===== src/hdl/lrsd_map.vh =====
// constants for the link request stream decoder
`ifndef LRSD_MAP_VH
`define LRSD_MAP_VH

// request type codes
`define LRSD_TYPE_IMM     3'h0
`define LRSD_TYPE_ISO     3'h1
`define LRSD_TYPE_PRI     3'h2
`define LRSD_TYPE_FAIR    3'h3
`define LRSD_TYPE_REGISTER_READ_REQUEST   3'h4
`define LRSD_TYPE_REGISTER_WRITE_REQUEST   3'h5
`define LRSD_TYPE_ACCEL   3'h6
`define LRSD_TYPE_RSVD    3'h7

// speed codes
`define LRSD_SPD_S100     3'h0
`define LRSD_SPD_S200     3'h2
`define LRSD_SPD_S400     3'h4

// stream lengths in bits, start and stop included except the short bus form and the type count
`define LRSD_LEN_BUS      5'h08
`define LRSD_LEN_BUS_SHORT 5'h07
`define LRSD_LEN_REGISTER_READ_REQUEST    5'h09
`define LRSD_LEN_REGISTER_WRITE_REQUEST    5'h11
`define LRSD_LEN_ACCEL    5'h06
`define LRSD_LEN_TYPE     5'h04

// control pair codes while the device owns it
`define LRSD_CTL_IDLE     2'h0
`define LRSD_CTL_STATUS   2'h1
`define LRSD_CTL_RECEIVE  2'h2
`define LRSD_CTL_GRANT    2'h3

// software register byte addresses
`define LRSD_ADDR_CTRL    8'h00
`define LRSD_ADDR_STATUS  8'h04
`define LRSD_ADDR_LAST    8'h08

// control register fields and reset value
`define LRSD_CTRL_DEC_EN  0
`define LRSD_CTRL_STOPCHK 1
`define LRSD_CTRL_RESET   2'h3

// memory shape
`define LRSD_MEM_AW       4
`define LRSD_MEM_DW       8

`endif


===== src/hdl/lrsd_decoder.v =====
// link request stream decoder: serial request intake, pending requests, differentiated pins
// What this block does
// - stream framed by start 1, stop 0
// - one bit per clock, bit 0 first
// - three type bits follow start bit
// - immediate request seizes bus on idle
// - isochronous arbitrates on idle, no gap
// - fair/priority wait subaction gap, fairness differs
// - stream length set by request type, and for bus requests by bit 6
// - speed in bits 4-6, stop optional
// - speed codes S100 S200 S400, others invalid
// - invalid speed accepted, null packet sent
// - read request: address bits 4-7
// - write request: address and eight data bits
// - acceleration control bit 4 enables
// - receive clears fair/priority requests
// - isochronous pending until bus won
// - immediate granted right after packet end
// - differentiate outputs, hysteresis on request input
// - differentiation on while isolation select low
// - differentiated output drives one clock per change
// - control codes idle status receive grant
// - new bus request ignored while pending
`timescale 1ns/100ps
`include "lrsd_map.vh"
module lrsd_decoder (
  input  wire       clk,
  input  wire       reset,
  input  wire [7:0] busAddr,
  input  wire [7:0] busWrData,
  input  wire       busWrite,
  input  wire       busRead,
  output reg  [7:0] busRdData_r,
  input  wire       linkRequestLine,
  input  wire       linkRequestDriven,
  input  wire       isoSelect,
  input  wire       phyOwnsCtl,
  input  wire [1:0] phyCtlCode,
  input  wire [7:0] phyDataOut,
  input  wire       busIdle,
  input  wire       subactionGap,
  input  wire       arbWon,
  input  wire       packetEnd,
  input  wire       busReset,
  input  wire       enhanceAllowed,
  input  wire       regReadDone,
  output wire [1:0] ifaceControlOut,
  output wire [1:0] ifaceControlOe,
  output wire [7:0] ifaceDataOut,
  output wire [7:0] ifaceDataOe,
  output reg        seizeBus_r,
  output reg        arbStart_r,
  output reg        arbFollowFair_r,
  output reg  [2:0] reqSpeed_r,
  output reg        sendNullPacket_r,
  output reg        accelEnable_r,
  output reg        regReadPending_r,
  output reg  [3:0] regReadAddr_r,
  output wire [7:0] regReadData
);

  localparam ST_IDLE  = 2'h0;
  localparam ST_SHIFT = 2'h1;

  // two-stage synchronisers, then a keeper that acts as the hysteresis input
  reg [1:0] lreqSync_r;
  reg [1:0] drvSync_r;
  reg [1:0] isoSync_r;
  reg       lreqLevel_r;

  always @(posedge clk or posedge reset) begin
    if (reset) begin
      lreqSync_r  <= 2'h0;
      drvSync_r   <= 2'h0;
      isoSync_r   <= 2'h3;
      lreqLevel_r <= 1'b0;
    end else begin
      lreqSync_r <= {lreqSync_r[0], linkRequestLine};
      drvSync_r  <= {drvSync_r[0], linkRequestDriven};
      isoSync_r  <= {isoSync_r[0], isoSelect};
      if (drvSync_r[1]) begin
        lreqLevel_r <= lreqSync_r[1];
      end
    end
  end

  wire reqBit = lreqLevel_r;
  wire diffOn = ~isoSync_r[1];

  reg  [1:0]  state_r;
  reg  [4:0]  bitCnt_r;
  reg  [15:0] shift_r;
  reg         rxHit_r;
  reg  [2:0]  typeHeld_r;
  reg  [1:0]  ctrl_r;
  reg  [15:0] lastReq_r;
  reg         busPend_r;
  reg  [2:0]  busType_r;
  reg  [1:0]  ctlCode_r;
  reg         ctlDrive_r;
  reg  [7:0]  dataLvl_r;

  wire [2:0]  curType = (bitCnt_r == `LRSD_LEN_TYPE) ? shift_r[2:0] : typeHeld_r;
  wire [15:0] nextShift = {shift_r[14:0], reqBit};
  wire        ownReceive = phyOwnsCtl && (phyCtlCode == `LRSD_CTL_RECEIVE);
  wire        isFairPri = (curType == `LRSD_TYPE_PRI) || (curType == `LRSD_TYPE_FAIR);

  // stream length once the type is known; short bus form ends when bit 6 is 0
  reg  [4:0] streamLen;
  always @* begin
    case (curType)
      `LRSD_TYPE_REGISTER_READ_REQUEST: streamLen = `LRSD_LEN_REGISTER_READ_REQUEST;
      `LRSD_TYPE_REGISTER_WRITE_REQUEST: streamLen = `LRSD_LEN_REGISTER_WRITE_REQUEST;
      `LRSD_TYPE_ACCEL: streamLen = `LRSD_LEN_ACCEL;
      default:          streamLen = `LRSD_LEN_BUS;
    endcase
  end

  wire isBus = ~curType[2];
  wire shortBusEnd = isBus && (bitCnt_r == `LRSD_LEN_BUS_SHORT) && (shift_r[0] == 1'b0);
  wire lastBit = (bitCnt_r == streamLen - 5'h01);
  wire doneNow = (state_r == ST_SHIFT) && (lastBit || shortBusEnd);
  wire stopOk = shortBusEnd || !ctrl_r[`LRSD_CTRL_STOPCHK] || (reqBit == 1'b0);
  wire accept = doneNow && stopOk;

  // field positions in the finished word: shift_r holds bits 1..n-2 at the end
  // bus: type[5:3], speed[2:0]; the short form ends at the same count
  wire [2:0] endType = curTypeAt(bitCnt_r, shift_r);
  wire [2:0] speedFld = shortBusEnd ? shift_r[2:0] : shift_r[2:0];

  function [2:0] curTypeAt;
    input [4:0]  n;
    input [15:0] s;
    begin
      // bits held = n-1; type is the oldest three of them
      case (n)
        `LRSD_LEN_ACCEL - 5'h01: curTypeAt = s[3:1];
        `LRSD_LEN_BUS - 5'h01:   curTypeAt = s[5:3];
        `LRSD_LEN_REGISTER_READ_REQUEST - 5'h01: curTypeAt = s[6:4];
        `LRSD_LEN_REGISTER_WRITE_REQUEST - 5'h01: curTypeAt = s[14:12];
        default:                 curTypeAt = s[2:0];
      endcase
    end
  endfunction

  wire isRd = accept && (endType == `LRSD_TYPE_REGISTER_READ_REQUEST);
  wire isWr = accept && (endType == `LRSD_TYPE_REGISTER_WRITE_REQUEST);
  wire isAc = accept && (endType == `LRSD_TYPE_ACCEL);
  wire isBr = accept && !endType[2];
  wire brDrop = rxHit_r || (ownReceive && (endType[2:1] == 2'h1));

  // intake: one sample per clock, most significant first
  always @(posedge clk or posedge reset) begin
    if (reset) begin
      state_r  <= ST_IDLE;
      bitCnt_r <= 5'h00;
      shift_r  <= 16'h0000;
      rxHit_r  <= 1'b0;
      typeHeld_r <= 3'h0;
    end else begin
      case (state_r)
        ST_IDLE: begin
          rxHit_r <= 1'b0;
          shift_r <= 16'h0000;
          if (reqBit && ctrl_r[`LRSD_CTRL_DEC_EN]) begin
            state_r  <= ST_SHIFT;
            bitCnt_r <= 5'h01;
          end
        end
        ST_SHIFT: begin
          shift_r  <= doneNow ? shift_r : nextShift;
          bitCnt_r <= bitCnt_r + 5'h01;
          // hold type bits once shifted in
          if (bitCnt_r == `LRSD_LEN_TYPE) begin
            typeHeld_r <= shift_r[2:0];
          end
          if (bitCnt_r > `LRSD_LEN_TYPE - 5'h01 && isFairPri && ownReceive) begin
            rxHit_r <= 1'b1;
          end
          if (doneNow || (bitCnt_r == `LRSD_LEN_TYPE && curType == `LRSD_TYPE_RSVD)) begin
            state_r <= ST_IDLE;
          end
        end
        default: state_r <= ST_IDLE;
      endcase
    end
  end

  // pending requests and arbitration control
  always @(posedge clk or posedge reset) begin
    if (reset) begin
      busPend_r        <= 1'b0;
      busType_r        <= 3'h0;
      reqSpeed_r       <= 3'h0;
      sendNullPacket_r <= 1'b0;
      seizeBus_r       <= 1'b0;
      arbStart_r       <= 1'b0;
      arbFollowFair_r  <= 1'b0;
      accelEnable_r    <= 1'b1;
      regReadPending_r <= 1'b0;
      regReadAddr_r    <= 4'h0;
      lastReq_r        <= 16'h0000;
    end else begin
      seizeBus_r <= 1'b0;
      arbStart_r <= 1'b0;
      if (accept) begin
        lastReq_r <= shift_r;
      end
      if (busReset) begin
        busPend_r        <= 1'b0;
        sendNullPacket_r <= 1'b0;
      end else if (busPend_r) begin
        case (busType_r)
          `LRSD_TYPE_IMM: if (busIdle || packetEnd) begin
            seizeBus_r <= 1'b1;
            busPend_r  <= 1'b0;
          end
          `LRSD_TYPE_ISO: begin
            arbStart_r <= busIdle;
            if (arbWon) begin
              busPend_r <= 1'b0;
            end
          end
          default: begin
            arbStart_r      <= subactionGap && !ownReceive;
            arbFollowFair_r <= (busType_r == `LRSD_TYPE_FAIR);
            if (arbWon || ownReceive) begin
              busPend_r <= 1'b0;
            end
          end
        endcase
      // new bus request ignored while pending
      end else if (isBr && !brDrop) begin
        busPend_r  <= 1'b1;
        busType_r  <= endType;
        reqSpeed_r <= speedFld;
        sendNullPacket_r <= !(speedFld == `LRSD_SPD_S100 || speedFld == `LRSD_SPD_S200 ||
                              speedFld == `LRSD_SPD_S400);
      end
      if (isAc) begin
        accelEnable_r <= shift_r[0];
      end else if (busReset || (isBr && endType == `LRSD_TYPE_ISO && !busPend_r)) begin
        accelEnable_r <= enhanceAllowed;
      end
      // read address; set wins over done
      if (isRd && !regReadPending_r) begin
        regReadPending_r <= 1'b1;
        regReadAddr_r    <= shift_r[3:0];
      end else if (regReadDone) begin
        regReadPending_r <= 1'b0;
      end
    end
  end

  lrsd_reg_mem u_mem (
    .clk      (clk),
    .reset    (reset),
    .wrEn     (isWr),
    .wrAddr   (shift_r[11:8]),
    .wrData   (shift_r[7:0]),
    .rdAddr   (regReadAddr_r),
    .rdData_r (regReadData)
  );

  // control pair drive; grant overrides the phy's own code after a received packet
  always @(posedge clk or posedge reset) begin
    if (reset) begin
      ctlCode_r  <= `LRSD_CTL_IDLE;
      ctlDrive_r <= 1'b1;
      dataLvl_r  <= 8'h00;
    end else begin
      ctlDrive_r <= phyOwnsCtl;
      dataLvl_r  <= phyDataOut;
      if (busPend_r && busType_r == `LRSD_TYPE_IMM && packetEnd) begin
        ctlCode_r <= `LRSD_CTL_GRANT;
      end else begin
        ctlCode_r <= phyOwnsCtl ? phyCtlCode : `LRSD_CTL_IDLE;
      end
    end
  end

  genvar gi;
  generate
    for (gi = 0; gi < 10; gi = gi + 1) begin : g_pin
      wire lvl = (gi < 2) ? ctlCode_r[gi % 2] : dataLvl_r[(gi + 6) % 8];
      wire pOut;
      wire pOe;
      lrsd_diff_out u_diff (
        .clk      (clk),
        .reset    (reset),
        .diffOn   (diffOn),
        .level    (lvl),
        .drive    (ctlDrive_r),
        .pinOut_r (pOut),
        .pinOe_r  (pOe)
      );
      if (gi < 2) begin : g_ctl
        assign ifaceControlOut[gi] = pOut;
        assign ifaceControlOe[gi]  = pOe;
      end else begin : g_dat
        assign ifaceDataOut[gi-2] = pOut;
        assign ifaceDataOe[gi-2]  = pOe;
      end
    end
  endgenerate

  // software registers
  always @(posedge clk or posedge reset) begin
    if (reset) begin
      ctrl_r      <= `LRSD_CTRL_RESET;
      busRdData_r <= 8'h00;
    end else begin
      if (busWrite && busAddr == `LRSD_ADDR_CTRL) begin
        ctrl_r <= busWrData[1:0];
      end
      busRdData_r <= 8'h00;
      if (busRead) begin
        case (busAddr)
          `LRSD_ADDR_CTRL:   busRdData_r <= {6'h00, ctrl_r};
          `LRSD_ADDR_STATUS: busRdData_r <= {busPend_r, busType_r, regReadPending_r,
                                             accelEnable_r, sendNullPacket_r, state_r[0]};
          `LRSD_ADDR_LAST:   busRdData_r <= lastReq_r[7:0];
          default:           busRdData_r <= 8'h00;
        endcase
      end
    end
  end

endmodule // lrsd_decoder


===== src/hdl/lrsd_diff_out.v =====
// one differentiated three-state output bit
`timescale 1ns/100ps
module lrsd_diff_out (
  input  wire clk,
  input  wire reset,
  input  wire diffOn,
  input  wire level,
  input  wire drive,
  output reg  pinOut_r,
  output reg  pinOe_r
);

  reg prevLevel_r;

  always @(posedge clk or posedge reset) begin
    if (reset) begin
      prevLevel_r <= 1'b0;
      pinOut_r    <= 1'b0;
      pinOe_r     <= 1'b0;
    end else begin
      prevLevel_r <= level;
      pinOut_r    <= level;
      // isolation keeps the old level, so only edges need driving
      if (diffOn) begin
        pinOe_r <= drive && (level != prevLevel_r);
      end else begin
        pinOe_r <= drive;
      end
    end
  end

endmodule // lrsd_diff_out


===== src/hdl/lrsd_reg_mem.v =====
// small register store with registered read data
`timescale 1ns/100ps
`include "lrsd_map.vh"
module lrsd_reg_mem (
  input  wire                        clk,
  input  wire                        reset,
  input  wire                        wrEn,
  input  wire [`LRSD_MEM_AW-1:0]     wrAddr,
  input  wire [`LRSD_MEM_DW-1:0]     wrData,
  input  wire [`LRSD_MEM_AW-1:0]     rdAddr,
  output reg  [`LRSD_MEM_DW-1:0]     rdData_r
);

  reg [`LRSD_MEM_DW-1:0] store [0:(1<<`LRSD_MEM_AW)-1];

  always @(posedge clk) begin
    if (wrEn) begin
      store[wrAddr] <= wrData;
    end
  end

  always @(posedge clk or posedge reset) begin
    if (reset) begin
      rdData_r <= {`LRSD_MEM_DW{1'b0}};
    end else begin
      rdData_r <= store[rdAddr];
    end
  end

endmodule // lrsd_reg_mem


===== config.mk =====
export PLATFORM = sky130hd
export DESIGN_NAME = lrsd_decoder
export DESIGN_NICKNAME = d
export VERILOG_FILES = /design/src/hdl/lrsd_decoder.v /design/src/hdl/lrsd_diff_out.v /design/src/hdl/lrsd_reg_mem.v
export VERILOG_INCLUDE_DIRS = /design/src /design/src/hdl
export SDC_FILE = /design/constraint.sdc
export NUM_CORES = 1
export LEC_CHECK = 0
export BUFFER_PORTS_ARGS = -buffer_cell sky130_fd_sc_hd__buf_2
export CAP_MARGIN = 40
export CORE_MARGIN = 5
export CORE_UTILIZATION = 53
export DETAILED_ROUTE_END_ITERATION = 6
export MAX_ROUTING_LAYER = met4
export PLACE_DENSITY = 0.75
export SLEW_MARGIN = 20
export SYNTH_ARGS = -nofsm -noshare
export SYNTH_HDL_FRONTEND = slang
export SYNTH_SLANG_ARGS = --single-unit

===== constraint.sdc =====
create_clock -name clk -period 4.1 [get_ports clk]
set_input_delay 0.41 -clock clk [delete_from_list [all_inputs] [get_ports clk]]
set_output_delay 0.41 -clock clk [all_outputs]
set_load 0.01 [all_outputs]

==> reports/metrics.csv <==
metric,value,unit
status,"finished, final reports clean",
slew_headroom,0.4719,
final_common_cell,edfxtp_1,
crit_fanout,7,
drt_iter0_drc,374,
hold_end,sendNullPacket_r,
power.internal,3973,uW
synth-xor-area-share,0.01750,
num_io_pins,90,
antenna_found_initial,0,
netSwitchingPower,1259,uW
power.leakage,0.004313,uW
setup_tns,0,ps
yosysSeqAreaShare,0.6840,
setup_ws,242.1,ps
clk_pin_slew_worst_paths,60,ps
fp.dieArea,20720,um2
p_per_area,473.9,nW/um2
wire_per_inst,20.86,um
cts_tree,done,
grt_max_degree,60,
p_sw_frac,0.2406,
synth_top_area_cell,edfxtp_1,
synth_compound_area_frac,0.04251,
multi_input_area,2701,um2
post-route-min-period,3858,ps
worstSetupPathType,flip-flop to flip-flop,
grt_usage,0.1970,
critPathLaunchType,flip-flop,
reg2reg_from,bitCnt_r[1],
r2r-end,busType_r[0],
ys.flop_type,edfxtp_1,
grt_pass1_vias,5449,
synth_warnings,0,
rsz0062_at_grt,false,
clock-skew-final,12.66,ps
fp.dieH,143.9,um
crit_start,bitCnt_r[1],
worst_ep_arrival_time,4250,ps
synth_adder_area_share,0.006580,
vias_per_cell,5.645,
grt.overflow.total,0,
hpwl,12.26,mm
setup_viol,0,
core,17840,um2
p_clk_frac,0.376,
hold_violations,0,
reg2reg_depth,15,
synth-simple-area-share,0.06501,
synth_nets,618,
cts_made_buffers,23,
finalCritPeriodShare,0.9410,
pre_cts_ws,55.79,ps
clock_latency,510,ps
cts.sink_count,234,
r2r_slack,240,ps
synth_cells,572,
gp_congestion,0.8561,
finalMaxSlewViolations,0,
worstMarginPinSlew,792.2,ps
vias,5193,
synth_top_family_by_area,multiplexers,
die_x,143.9,um
layout.area.seq,6505,um2
cts-htree-levels,1,
worstSetupEndpointType,flip-flop,
synth-edff-count,128,
clock-root-buffer,clkbuf_16,
fin_nets,720,
avgSynthCellArea,16.62,um2
synth_top_area_share,0.4043,
pwr-share-comb,0.110,
drt-total-wl,19.19,mm
ant_nets,0,
seqPwrFrac,0.514,
cap_viol_max_count,0,
hold_path.class,primary input to flip-flop,
grt_pass1_wl,30.32,mm
clock_path_buffers,3,
syn_area,9508,um2
synth.area.top_cells,"edfxtp_1 40%, dfrtp_1 26%, mux4_2 9.5%",
port_buffers,83,
muxShareOfSynthArea,0.1509,
syn_to_final_growth,16.11,%
critPathRequiredTime,4500,ps
ir_drop,309.9,uV
drc_errors,0,
drive_above_1_share,0.3372,
synth.distinct_cells,53,
drtPass1Iterations,4,
final_cell_mix,"128 x edfxtp_1, 99 x dfrtp_1, 83 x buf_2, 40 x mux4_2, 30 x nor2_1",
rows,49,
ys_ff_latch,234,
whs_path_depth,2,
fmax,0.2592,GHz
async_flop_share,0.4530,
initial_core_util,0.5329,
min_from,busReset,
nFillCells,1250,
diodes,0,
## flip-flops by register name (all words and copies together), names as in the netlist, 5 cells and up
signal / count
u_mem.store: 128
shift_r: 15
g_pin.u_diff.pinOe_r: 10
g_pin.u_diff.pinOut_r: 10
busRdData_r: 8
dataLvl_r: 8
lastReq_r: 8
u_mem.rdData_r: 8
bitCnt_r: 5
## area by class of cell
type | count | share of cell area
Clock buffer | 32 | 0.05701
Tap cell | 229 | 0.02595
Sequential cell | 234 | 0.5893
Timing Repair Buffer | 127 | 0.07299
Inverter | 9 | 0.003287
Clock inverter | 10 | 0.006800
Multi-Input combinational cell | 279 | 0.2447
## synthesized netlist by cell type (all sizes together) (2+ instances only)
cell	number
xnor2	3
or3	3
dfrtp	100
mux2i	20
nand3b	5
xor2	16
nand2b	6
nor3	12
nor3b	2
nand2	13
o21a	11
a22o	4
o22ai	3
a21o	3
o41ai	2
a31oi	2
nand3	9
a21oi	8
edfxtp	128
a22oi	11
buf	32
mux2	28
mux4	40
dfstp	6
ha	5
clkbuf	18
o21ai	5
nor2	30
nor2b	22
inv	9
## stage by stage
| stage | std cells | utilization | hold WS, ps | instance area, um2 | power (uW) |
|---|---|---|---|---|---|
| 5_1_grt | 920 | 0.6188 | 84.49 | 11040 | 5442 |
| 6_report | 920 | 0.6188 | 91.95 | 11040 | 5231 |
| 3_3_place_gp | 861 | 0.5682 | 333.1 | 10140 | 3259 |
| 2_1_floorplan | 572 | - | 331.2 | 9513 | 3139 |
| 3_5_place_dp | 863 | 0.5706 | 342.0 | 10180 | 3292 |
| 4_1_cts | 918 | 0.6174 | 73.41 | 11010 | 5260 |
## worst max path at each step
stage | endpoint | slack (ps) | cells past startpoint
after floorplan | u_mem.store[1][0] | 160 | 15
after global placement | u_mem.store[0][4] | 190 | 14
final | busType_r[0] | 240 | 15
after detailed placement | u_mem.store[0][5] | 60 | 14
after global routing | u_mem.store[0][3] | 7 | 15
after CTS | u_mem.store[1][0] | 30 | 14
## metal layers
metal | vias to the layer above | wire length (um) | GRT usage
met3 | 27 | 1149 | 0.03161
met1 | 2654 | 7849 | 0.2522
li1 | 2345 | - | -
met4 | 0 | 382 | 0.05154
met5 | - | 0 | -
met2 | 167 | 9809 | 0.3317
## critical path, cell delays in order, from the launching register on
cell	delay, ps
dfrtp_1	420
inv_1	110
ha_2	240
nand4bb_1	190
nor3_1	240
a41oi_1	100
ha_1	330
xnor2_1	130
nand2_1	80
a221o_1	300
a221oi_2	210
o21ai_2	120
buf_4	210
or4b_4	520
nand2b_4	210
mux2_4	310
## repair_timing
item / in CTS / in global routing
hold buffers: 13 / 0
setup endpoints to repair: 0 / 139
endpoints found under the hold margin: 40 / 0
buffers inserted: 0 / 2
gates resized for setup: 0 / 4
## power groups by stage
stage	sequential [uW]	clock [uW]	combinational [uW]
floorplan	2680	0	454
finish	2690	1970	577
global placement	2730	0	529
global route	2700	2110	631
CTS	2690	2000	571
detailed placement	2730	0	557
## kinds of logic after synthesis
kind of cell / after synthesis
XOR/XNOR: 19
AO/OA/AOI/OAI: 56
AND/OR/NAND/NOR: 111
flip-flops: 234
multiplexers: 88
buffers and inverters: 59
adder cells (fa/ha/maj): 5
(Power assumes the default switching activity.)
